`src/verilog/fps_pkg.sv`:
```
package fps_pkg;
  // Core clock and self-timed cycle durations.
  localparam int CLK_PERIOD_NS          = 4;
  localparam int PROGRAM_TIME_NS        = 400_000;
  localparam int SECTOR_ERASE_TIME_NS   = 45_000_000;
  localparam int BLOCK_ERASE_TIME_NS    = 150_000_000;
  // Durations round up to whole clock cycles.
  localparam int PROGRAM_CYCLES      = (PROGRAM_TIME_NS + CLK_PERIOD_NS - 1) / CLK_PERIOD_NS;
  localparam int SECTOR_ERASE_CYCLES = (SECTOR_ERASE_TIME_NS + CLK_PERIOD_NS - 1) / CLK_PERIOD_NS;
  localparam int BLOCK_ERASE_CYCLES  = (BLOCK_ERASE_TIME_NS + CLK_PERIOD_NS - 1) / CLK_PERIOD_NS;

  // Instruction opcodes.
  localparam logic [7:0] OP_WRITE_ENABLE  = 8'h06;
  localparam logic [7:0] OP_WRITE_DISABLE = 8'h04;
  localparam logic [7:0] OP_PROG          = 8'h02;
  localparam logic [7:0] OP_PROG_A4       = 8'h12;
  localparam logic [7:0] OP_QPROG         = 8'h32;
  localparam logic [7:0] OP_QPROG_A4      = 8'h34;
  localparam logic [7:0] OP_SECTOR        = 8'h20;
  localparam logic [7:0] OP_SECTOR_A4     = 8'h21;
  localparam logic [7:0] OP_BLK32         = 8'h52;
  localparam logic [7:0] OP_BLK32_A4      = 8'h5C;
  localparam logic [7:0] OP_BLK64         = 8'hD8;
  localparam logic [7:0] OP_BLK64_A4      = 8'hDC;

  // Address field geometry.
  localparam int          PAGE_BITS    = 8;
  localparam int          SECTOR_BITS  = 12;
  localparam int          BLK32_BITS   = 15;
  localparam int          BLK64_BITS   = 16;
  localparam int          ARRAY_BITS   = 25;
  localparam int          BLOCKS       = 512;
  localparam logic [2:0]  ADDR_BYTES3  = 3'd3;
  localparam logic [2:0]  ADDR_BYTES4  = 3'd4;
  localparam logic [2:0]  BIT_LAST     = 3'd7;
  localparam logic [2:0]  BIT_QUAD     = 3'd4;
  localparam logic [7:0]  PAGE_LAST    = 8'hFF;

  // Discoverable parameter bytes for command support and erase types.
  localparam logic [7:0] PRM_C0 = 8'hC0, PRM_C0_VAL = 8'hFF;
  localparam logic [7:0] PRM_C1 = 8'hC1, PRM_C1_VAL = 8'h8E;
  localparam logic [7:0] PRM_C2 = 8'hC2, PRM_C2_VAL = 8'h00;
  localparam logic [7:0] PRM_C3 = 8'hC3, PRM_C3_VAL = 8'hFE;
  localparam logic [7:0] PRM_C4 = 8'hC4, PRM_C4_VAL = 8'h21;
  localparam logic [7:0] PRM_C5 = 8'hC5, PRM_C5_VAL = 8'h5C;
  localparam logic [7:0] PRM_C6 = 8'hC6, PRM_C6_VAL = 8'hDC;
  localparam logic [7:0] PRM_C7 = 8'hC7, PRM_C7_VAL = 8'hFF;
  localparam logic [7:0] PRM_NONE = 8'hFF;

  typedef enum logic [1:0] {ER_SECTOR = 2'b00, ER_BLK32 = 2'b01, ER_BLK64 = 2'b10} fps_erase_t;

  // One array request: page byte write or region erase.
  typedef struct packed {
    logic        write;
    logic        erase;
    fps_erase_t  size;
    logic [31:0] addr;
    logic [7:0]  data;
  } fps_mem_req_t;
endpackage
```
`src/verilog/fps_flash_prog_erase.sv`:
```
// Functional notes
// - Bytes past page end wrap to page start.
// - Over 256 bytes: last 256 programmed.
// - Fewer bytes: only those bytes written.
// - Chip select rises on byte boundary only.
// - Valid program runs timed cycle, busy flag.
// - Status stays readable during busy cycle.
// - Write enable latch cleared before cycle ends.
// - Protected page program is rejected.
// - 12H, 34H, 21H always take 32-bit address.
// - Quad program needs quad enable set.
// - Quad program shares cycle and protection.
// - Sector erase names any address inside.
// - Erase chip select rises after address.
// - Valid erase runs timed cycle, busy flag.
// - Protected sector erase is not done; sector protect bits here block program only, block protect blocks both.
// - Erase type opcodes at parameter bytes.
// - Command support bits reported as fixed.
// - Block erase behaves like sector erase.
`timescale 1ns/100ps
module fps_flash_prog_erase
  import fps_pkg::*;
#(
  parameter int unsigned P_PROGRAM_CYCLES      = PROGRAM_CYCLES,
  parameter int unsigned P_SECTOR_ERASE_CYCLES = SECTOR_ERASE_CYCLES,
  parameter int unsigned P_BLOCK_ERASE_CYCLES  = BLOCK_ERASE_CYCLES
) (
  input  wire logic         i_clk,
  input  wire logic         i_reset_n,
  input  wire logic         i_cs_n,
  input  wire logic         i_sclk,
  input  wire logic [3:0]   i_quad_line,
  input  wire logic         i_quad_enable,
  input  wire logic         i_addr4_mode,
  input  wire logic [4:0]   i_block_protect,
  input  wire logic         i_persistent_sector_protect,
  input  wire logic         i_dynamic_sector_protect,
  input  wire logic [7:0]   i_param_addr,
  output logic              o_write_in_progress,
  output logic              o_write_enable_latch,
  output logic [31:0]       o_frame_addr,
  output fps_mem_req_t      o_mem_req,
  output logic [7:0]        o_param_data
);

  typedef enum logic [1:0] {S_OP = 2'b00, S_ADDR = 2'b01, S_DATA = 2'b11, S_SKIP = 2'b10} fps_fst_t;
  typedef enum logic [1:0] {C_IDLE = 2'b00, C_PROG = 2'b01, C_WAIT = 2'b11} fps_cst_t;

  function automatic logic is_prog(input logic [7:0] op);
    return op == OP_PROG || op == OP_PROG_A4 || op == OP_QPROG || op == OP_QPROG_A4;
  endfunction

  function automatic logic is_quad(input logic [7:0] op);
    return op == OP_QPROG || op == OP_QPROG_A4;
  endfunction

  function automatic logic is_erase(input logic [7:0] op);
    return op == OP_SECTOR || op == OP_SECTOR_A4 || op == OP_BLK32 || op == OP_BLK32_A4
        || op == OP_BLK64 || op == OP_BLK64_A4;
  endfunction

  function automatic logic is_addr4(input logic [7:0] op);
    return op == OP_PROG_A4 || op == OP_QPROG_A4 || op == OP_SECTOR_A4
        || op == OP_BLK32_A4 || op == OP_BLK64_A4;
  endfunction

  function automatic fps_erase_t erase_kind(input logic [7:0] op);
    if (op == OP_BLK32 || op == OP_BLK32_A4) return ER_BLK32;
    if (op == OP_BLK64 || op == OP_BLK64_A4) return ER_BLK64;
    return ER_SECTOR;
  endfunction

  // Protected 64 KB blocks counted from the top, or from the bottom when bit 4 is set.
  function automatic logic bp_covers(input logic [4:0] bp, input logic [31:0] a);
    int span;
    int blk;
    span = 0;
    blk  = int'(a[ARRAY_BITS-1:BLK64_BITS]);
    // Counted in int so that codes above ten cannot wrap to an empty span.
    if (bp[3:0] != 4'h0) span = 1 << (bp[3:0] - 4'h1);
    if (span >= BLOCKS) return 1'b1;
    if (bp[4]) return blk < span;
    return blk >= BLOCKS - span;
  endfunction

  function automatic logic [7:0] param_byte(input logic [7:0] a);
    case (a)
      PRM_C0:  return PRM_C0_VAL;
      PRM_C1:  return PRM_C1_VAL;
      PRM_C2:  return PRM_C2_VAL;
      PRM_C3:  return PRM_C3_VAL;
      PRM_C4:  return PRM_C4_VAL;
      PRM_C5:  return PRM_C5_VAL;
      PRM_C6:  return PRM_C6_VAL;
      PRM_C7:  return PRM_C7_VAL;
      default: return PRM_NONE;
    endcase
  endfunction

  logic [5:0]   meta_q, sync_q, hist_q;
  logic         cs_n, sclk_rise, cs_rise, cs_fall;
  logic [3:0]   io;
  fps_fst_t     st_q, st_d;
  logic [7:0]   op_q, op_d, sh_q, sh_d, ptr_q, ptr_d, byte_v;
  logic [31:0]  addr_q, addr_d;
  logic [2:0]   bit_q, bit_d, left_q, left_d;
  logic         got_q, got_d, quad_q, quad_d, wel_q, wel_d, byte_end, buf_we;
  logic [255:0] valid_q, valid_d;
  logic [7:0]   page_mem [256];
  logic         launch_prog, launch_erase, frame_ok, prot_hit;
  fps_cst_t     cst_q, cst_d;
  logic [31:0]  timer_q, timer_d;
  logic [7:0]   idx_q, idx_d;
  logic [23:0]  page_q, page_d;
  logic         wip_q, wip_d;
  fps_mem_req_t req_q, req_d;
  logic [7:0]   prm_q;

  // Pins pass two flops; a third stage only feeds edge detection.
  always_ff @(posedge i_clk or negedge i_reset_n) begin
    if (!i_reset_n) begin
      meta_q <= 6'h3_0;
      sync_q <= 6'h3_0;
      hist_q <= 6'h3_0;
    end else begin
      meta_q <= {i_cs_n, i_sclk, i_quad_line};
      sync_q <= meta_q;
      hist_q <= sync_q;
    end
  end

  assign cs_n      = sync_q[5];
  assign io        = sync_q[3:0];
  assign sclk_rise = sync_q[4] & ~hist_q[4];
  assign cs_rise   = sync_q[5] & ~hist_q[5];
  assign cs_fall   = ~sync_q[5] & hist_q[5];
  assign byte_v    = quad_q ? {sh_q[3:0], io} : {sh_q[6:0], io[0]};
  assign byte_end  = bit_q == (quad_q ? BIT_QUAD : BIT_LAST);
  assign prot_hit  = bp_covers(i_block_protect, addr_q)
                   | (is_prog(op_q) & (i_persistent_sector_protect | i_dynamic_sector_protect));
  // A frame counts only if it ends on a byte edge with the right amount of payload.
  assign frame_ok  = st_q == S_DATA && bit_q == 3'd0 && (is_prog(op_q) ? got_q : !got_q);

  // Instruction framing: opcode, address bytes, data bytes into the page buffer.
  always_comb begin
    st_d = st_q;
    op_d = op_q;
    sh_d = sh_q;
    addr_d = addr_q;
    bit_d = bit_q;
    left_d = left_q;
    got_d = got_q;
    quad_d = quad_q;
    ptr_d = ptr_q;
    valid_d = valid_q;
    wel_d = wel_q;
    buf_we = 1'b0;
    launch_prog = 1'b0;
    launch_erase = 1'b0;
    if (cs_fall) begin
      st_d = S_OP;
      bit_d = 3'd0;
      got_d = 1'b0;
      quad_d = 1'b0;
    end else if (sclk_rise && !cs_n && st_q != S_SKIP) begin
      sh_d = byte_v;
      bit_d = byte_end ? 3'd0 : bit_q + (quad_q ? BIT_QUAD : 3'd1);
      if (byte_end) begin
        case (st_q)
          S_OP: begin
            op_d = byte_v;
            addr_d = 32'h0000_0000;
            // Busy cycles refuse everything; quad program without quad enable too.
            if (wip_q) begin
              st_d = S_SKIP;
            end else if (is_prog(byte_v) || is_erase(byte_v)) begin
              st_d = (is_quad(byte_v) && !i_quad_enable) ? S_SKIP : S_ADDR;
              left_d = (is_addr4(byte_v) || i_addr4_mode) ? ADDR_BYTES4 : ADDR_BYTES3;
            end else if (byte_v == OP_WRITE_ENABLE || byte_v == OP_WRITE_DISABLE) begin
              st_d = S_DATA;
            end else begin
              st_d = S_SKIP;
            end
          end
          S_ADDR: begin
            addr_d = {addr_q[23:0], byte_v};
            left_d = left_q - 3'd1;
            if (left_q == 3'd1) begin
              st_d = S_DATA;
              ptr_d = byte_v; // Data starts at the addressed byte of the page.
              valid_d = '0;
              quad_d = is_quad(op_q);
            end
          end
          S_DATA: begin
            got_d = 1'b1;
            if (is_prog(op_q)) begin
              buf_we = 1'b1;
              valid_d[ptr_q] = 1'b1;
              ptr_d = ptr_q + 8'd1;
            end
          end
          default: st_d = S_SKIP;
        endcase
      end
    end
    // Chip select rising closes the frame; a misaligned end abandons it.
    if (cs_rise) begin
      st_d = S_SKIP;
      if (frame_ok) begin
        if (op_q == OP_WRITE_ENABLE) begin
          wel_d = 1'b1;
        end else if (op_q == OP_WRITE_DISABLE) begin
          wel_d = 1'b0;
        end else if (wel_q && !prot_hit) begin
          launch_prog = is_prog(op_q);
          launch_erase = is_erase(op_q);
          wel_d = 1'b0;
        end
      end
    end
  end

  always_ff @(posedge i_clk or negedge i_reset_n) begin
    if (!i_reset_n) begin
      st_q <= S_SKIP;
      op_q <= 8'h00;
      sh_q <= 8'h00;
      addr_q <= 32'h0000_0000;
      bit_q <= 3'd0;
      left_q <= 3'd0;
      got_q <= 1'b0;
      quad_q <= 1'b0;
      ptr_q <= 8'h00;
      valid_q <= '0;
      wel_q <= 1'b0;
    end else begin
      st_q <= st_d;
      op_q <= op_d;
      sh_q <= sh_d;
      addr_q <= addr_d;
      bit_q <= bit_d;
      left_q <= left_d;
      got_q <= got_d;
      quad_q <= quad_d;
      ptr_q <= ptr_d;
      valid_q <= valid_d;
      wel_q <= wel_d;
    end
  end

  // Page buffer; later bytes at the same offset overwrite earlier ones.
  always_ff @(posedge i_clk) begin
    if (buf_we) begin
      page_mem[ptr_q] <= byte_v;
    end
  end

  // Self-timed cycle: program walks the buffer, then waits out the remaining time; erase only waits.
  // The walk takes 256 cycles, so the program time must exceed that.
  always_comb begin
    cst_d = cst_q;
    timer_d = timer_q;
    idx_d = idx_q;
    page_d = page_q;
    wip_d = wip_q;
    req_d = '0;
    case (cst_q)
      C_IDLE: begin
        if (launch_prog) begin
          cst_d = C_PROG;
          idx_d = 8'h00;
          page_d = addr_q[31:PAGE_BITS];
          timer_d = P_PROGRAM_CYCLES - 1;
          wip_d = 1'b1;
        end else if (launch_erase) begin
          cst_d = C_WAIT;
          wip_d = 1'b1;
          req_d.erase = 1'b1;
          req_d.size = erase_kind(op_q);
          case (erase_kind(op_q))
            ER_BLK32: req_d.addr = {addr_q[31:BLK32_BITS], BLK32_BITS'(0)};
            ER_BLK64: req_d.addr = {addr_q[31:BLK64_BITS], BLK64_BITS'(0)};
            default:  req_d.addr = {addr_q[31:SECTOR_BITS], SECTOR_BITS'(0)};
          endcase
          timer_d = (erase_kind(op_q) == ER_SECTOR) ? P_SECTOR_ERASE_CYCLES - 1
                                                    : P_BLOCK_ERASE_CYCLES - 1;
        end
      end
      C_PROG: begin
        timer_d = timer_q - 32'd1;
        req_d.write = valid_q[idx_q];
        req_d.addr = {page_q, idx_q};
        req_d.data = page_mem[idx_q];
        idx_d = idx_q + 8'd1;
        if (idx_q == PAGE_LAST) cst_d = C_WAIT;
      end
      C_WAIT: begin
        if (timer_q == 32'd0) begin
          cst_d = C_IDLE;
          wip_d = 1'b0;
        end else begin
          timer_d = timer_q - 32'd1;
        end
      end
      default: cst_d = C_IDLE;
    endcase
  end

  always_ff @(posedge i_clk or negedge i_reset_n) begin
    if (!i_reset_n) begin
      cst_q <= C_IDLE;
      timer_q <= 32'h0000_0000;
      idx_q <= 8'h00;
      page_q <= 24'h00_0000;
      wip_q <= 1'b0;
      req_q <= '0;
      prm_q <= 8'h00;
    end else begin
      cst_q <= cst_d;
      timer_q <= timer_d;
      idx_q <= idx_d;
      page_q <= page_d;
      wip_q <= wip_d;
      req_q <= req_d;
      prm_q <= param_byte(i_param_addr);
    end
  end

  // Status bits are plain flop outputs, readable at any time.
  assign o_write_in_progress  = wip_q;
  assign o_write_enable_latch = wel_q;
  assign o_frame_addr         = addr_q;
  assign o_mem_req            = req_q;
  assign o_param_data         = prm_q;
endmodule // fps_flash_prog_erase

```
`config.mk`:
```
export PLATFORM = sky130hd
export DESIGN_NAME = fps_flash_prog_erase
export DESIGN_NICKNAME = d
export VERILOG_FILES = /design/src/verilog/fps_pkg.sv /design/src/verilog/fps_flash_prog_erase.sv
export SDC_FILE = /design/constraint.sdc
export NUM_CORES = 2
export LEC_CHECK = 0
export BUFFER_PORTS_ARGS = -buffer_cell sky130_fd_sc_hd__buf_2
export CAP_MARGIN = 40
export CORE_MARGIN = 3
export CORE_UTILIZATION = 35
export DETAILED_ROUTE_END_ITERATION = 10
export GPL_ROUTABILITY_DRIVEN = 1
export HOLD_SLACK_MARGIN = 0.05
export RECOVER_POWER = 25
export SYNTH_ARGS = -nofsm -noshare
export SYNTH_HDL_FRONTEND = slang
export SYNTH_SLANG_ARGS = --single-unit
```
`constraint.sdc`:
```
create_clock -name i_clk -period 6.4 [get_ports i_clk]
set_input_delay 1.28 -clock i_clk [delete_from_list [all_inputs] [get_ports i_clk]]
set_output_delay 1.28 -clock i_clk [all_outputs]
set_load 0.05 [all_outputs]
```
==> run metrics <==
run status=finished, violations left; failing checks=capacitance limit, slew limit; Worst Path Arrival=5.65 ns; critical path launch point=quad_q; post-route setup slack=1.32 ns; Synth Cell Area=99600 um2; Vias per Instance=5.66; internal power=28.0 mW; FILL cells=25000; Flop pwr share=0.531; Clk pwr share=0.407; DRC=0; Max VDD drop=0.000313 V; CTS clock-pin slew for the worst setup and hold paths=0.06 ns; first-pass iteration count of the detailed router=6; Post-synth ARST share=0.181; CTS H-tree depth=5; switch share=0.228; fin nets=5900; Clock Path Buffers=4; CP cell instances=mux2i_1, inv_8, clkbuf_2, buf_4; initial antenna violation count=9; yosys warns=0; synthesized netlist cell count=5620; Worst-Margin Slew=3.30 ns; crit path launch type=flop; critical path depth=4; max cap viols=9; GR Overflow Total=0; Final period util=0.793; initial core utilization=0.352; Net Switching=8.29 mW; root buffer cell=clkbuf_16; Post-synth EDFFs=2048; I/O pin total=111; Synth Flop Type=edfxtp_1; worst hold slack=0.345 ns; dpl hpwl=170 mm; GRT Total Usage=0.190; Final Wtd Congestion=0.846; die area=291000 um2; synth top area cells=edfxtp_1, mux4_2, dfrtp_1, nor2_1, a21oi_1; first-pass GRT wire length=405 mm; Period minus WS final=5.08 ns; First DRT Iteration DRCs=6597; drt wl/cell=28.8 um; syn nets=5676; clock tree sinks=2501; hold buffers post-CTS=0; Leakage Power=39.7 nW; Routed WL=282 mm; Final Hold Fails=0; Die Wd=539 um; post-synth top area share=0.618; Crit Path Class=reg -> reg; hold depth=0; largest net degree at the start of global routing=258; Final setup viols=0; CTS Buf Count=277; Inst Count DP=9304; vias in the first global route=55100; crit-path max FO=129; combinational share of power=0.061; post_cts resized=0; Max-slew headroom=-1.20; CP Buf/Inv Count=3; commonest non-fill, non-tap cells in the layout=edfxtp_1, nor2_1, mux4_2; fin util=0.402; PD cells=320 nW/um2; HP Class=reg -> reg; dominant cell type by area after synthesis=edfxtp_1; fin cells=9778; clock latency on the worst-skew pair=0.92 ns; Hold Startpoint=meta_q[0]; CTS tree=yes; slowest CP cell=clkbuf_2; row cnt=195; cell family with most CP delay=buffers and inverters; Worst setup EP type=flop; synthesized flop and latch total=2501; Largest stage delay, worst path=2.29 ns; register area share after synthesis=0.732; worst reg2reg path depth=4; port bufs=110; Netlist cell types=86; fmax=197 MHz; Area Overhead vs Synth=14.1%; die height=539 um; RSZ-0062 raised after global routing=false; DRT antenna net count=0; pre-CTS setup slack=1.40 ns; core area=283000 um2; via count=55400; reg2reg start=quad_q; worst clock skew=0.0665 ns; TNS Setup=0 ns; Slew Limit Fails=711; setup bufs post-CTS=0; fraction of layout cells with a size suffix above 1=0.221; most common cell after layout, fill and taps aside=edfxtp_1; Critical Path RT=6.97 ns; syn_area_per_cell=17.7 um2
==> metrics by stage <==
stage | area (um2) | power (mW)
finish | 114000 | 36.3
global route | 114000 | 37.4
CTS | 114000 | 36.6
detailed placement | 105000 | 21.9
global placement | 105000 | 21.7
floorplan | 99600 | 20.8
==> power by group through the flow <==
stage,Combinational [mW],Sequential (mW),Clock [mW]
floorplan,0.881,19.9,0
global placement,2.08,19.6,0
detailed placement,2.30,19.6,0
CTS,2.29,19.2,15.0
global route,2.41,19.3,15.7
finish,2.22,19.3,14.8
==> cell type report <==
type	count	area (um2)	share of cell area
sequential	2501	72900	0.641
multi-input combinational	2709	25100	0.221
clock buffer	362	7550	0.0664
tap	3743	4680	0.0412
timing repair buffer	319	2560	0.0225
clock inverter	103	719	0.00633
inverter	36	186	0.00164
antenna	5	12.5	0.000110
==> cell usage after synthesis, types with 11 or more instances <==
cell type / n
edfxtp_1: 2048
nor2_1: 635
mux4_2: 561
dfrtp_1: 446
a21oi_1: 384
clkbuf_1: 239
nand2_1: 174
mux2i_1: 123
a22oi_1: 113
o21ai_0: 103
buf_2: 66
a22o_1: 56
nand3_1: 48
nor3_1: 38
o22ai_1: 38
buf_4: 37
inv_1: 36
buf_1: 31
ha_1: 31
mux2_2: 31
nor2b_1: 31
nand2b_1: 28
nor4_1: 22
or3_1: 21
a211oi_1: 20
a221oi_1: 19
and2_1: 18
o221ai_1: 16
and3_1: 15
o211ai_1: 14
a31oi_1: 13
nand4_1: 13
or2_2: 11
==> sequential cells by signal, summed over array words and instances (netlist names), 2 cells and up <==
signal / count
o_param_data: 6
valid_q: 256
o_mem_req: 44
page_mem: 2048
hist_q: 2
o_frame_addr: 32
page_q: 24
bit_q: 3
meta_q: 6
cst_q: 2
sh_q: 7
st_q: 2
sync_q: 6
idx_q: 8
left_q: 3
op_q: 8
timer_q: 32
ptr_q: 8
==> worst reg2reg max path: cells and delay by family, from the launching register on <==
family | cells | cell delay (ns)
buffers and inverters | 3 | 3.47
DFF | 1 | 0.73
muxes | 1 | 0.43
==> layer usage <==
metal | wire, um | track usage | part of all wire | up-vias
met5 | 0 | 0 | 0 | -
met4 | 10200 | 0.0631 | 0.036 | 0
met3 | 27400 | 0.0458 | 0.097 | 525
met2 | 130000 | 0.294 | 0.46 | 2738
met1 | 114000 | 0.263 | 0.41 | 29300
li1 | - | - | - | 22800
==> worst paths after layout <==
path,endpoint,slack [ns]
setup / recovery,page_mem[87][2],1.32
max in group asynchronous,o_mem_req[16],1.76
hold / removal,sync_q[0],0.34
hold reg to reg,sync_q[0],0.34
setup reg to reg,page_mem[87][2],1.32
min in group asynchronous,op_q[0],1.29
==> cells by family (layout without fill, tap and decap cells) <==
kind of cell    count (synthesis)  after routing  share of synthesized area
flops                        2501           2501                      0.732
simple gates                 1091           1091                     0.0484
compound gates                859            859                     0.0545
mux                           715            715                      0.143
buf+inv                       410            820                     0.0178
fa+ha+maj                      31             31                    0.00390
xor+xnor                       12             12                    0.00106
other cells                     1              6                  0.0000377
Note: power is estimated with default switching activity, not from simulation.
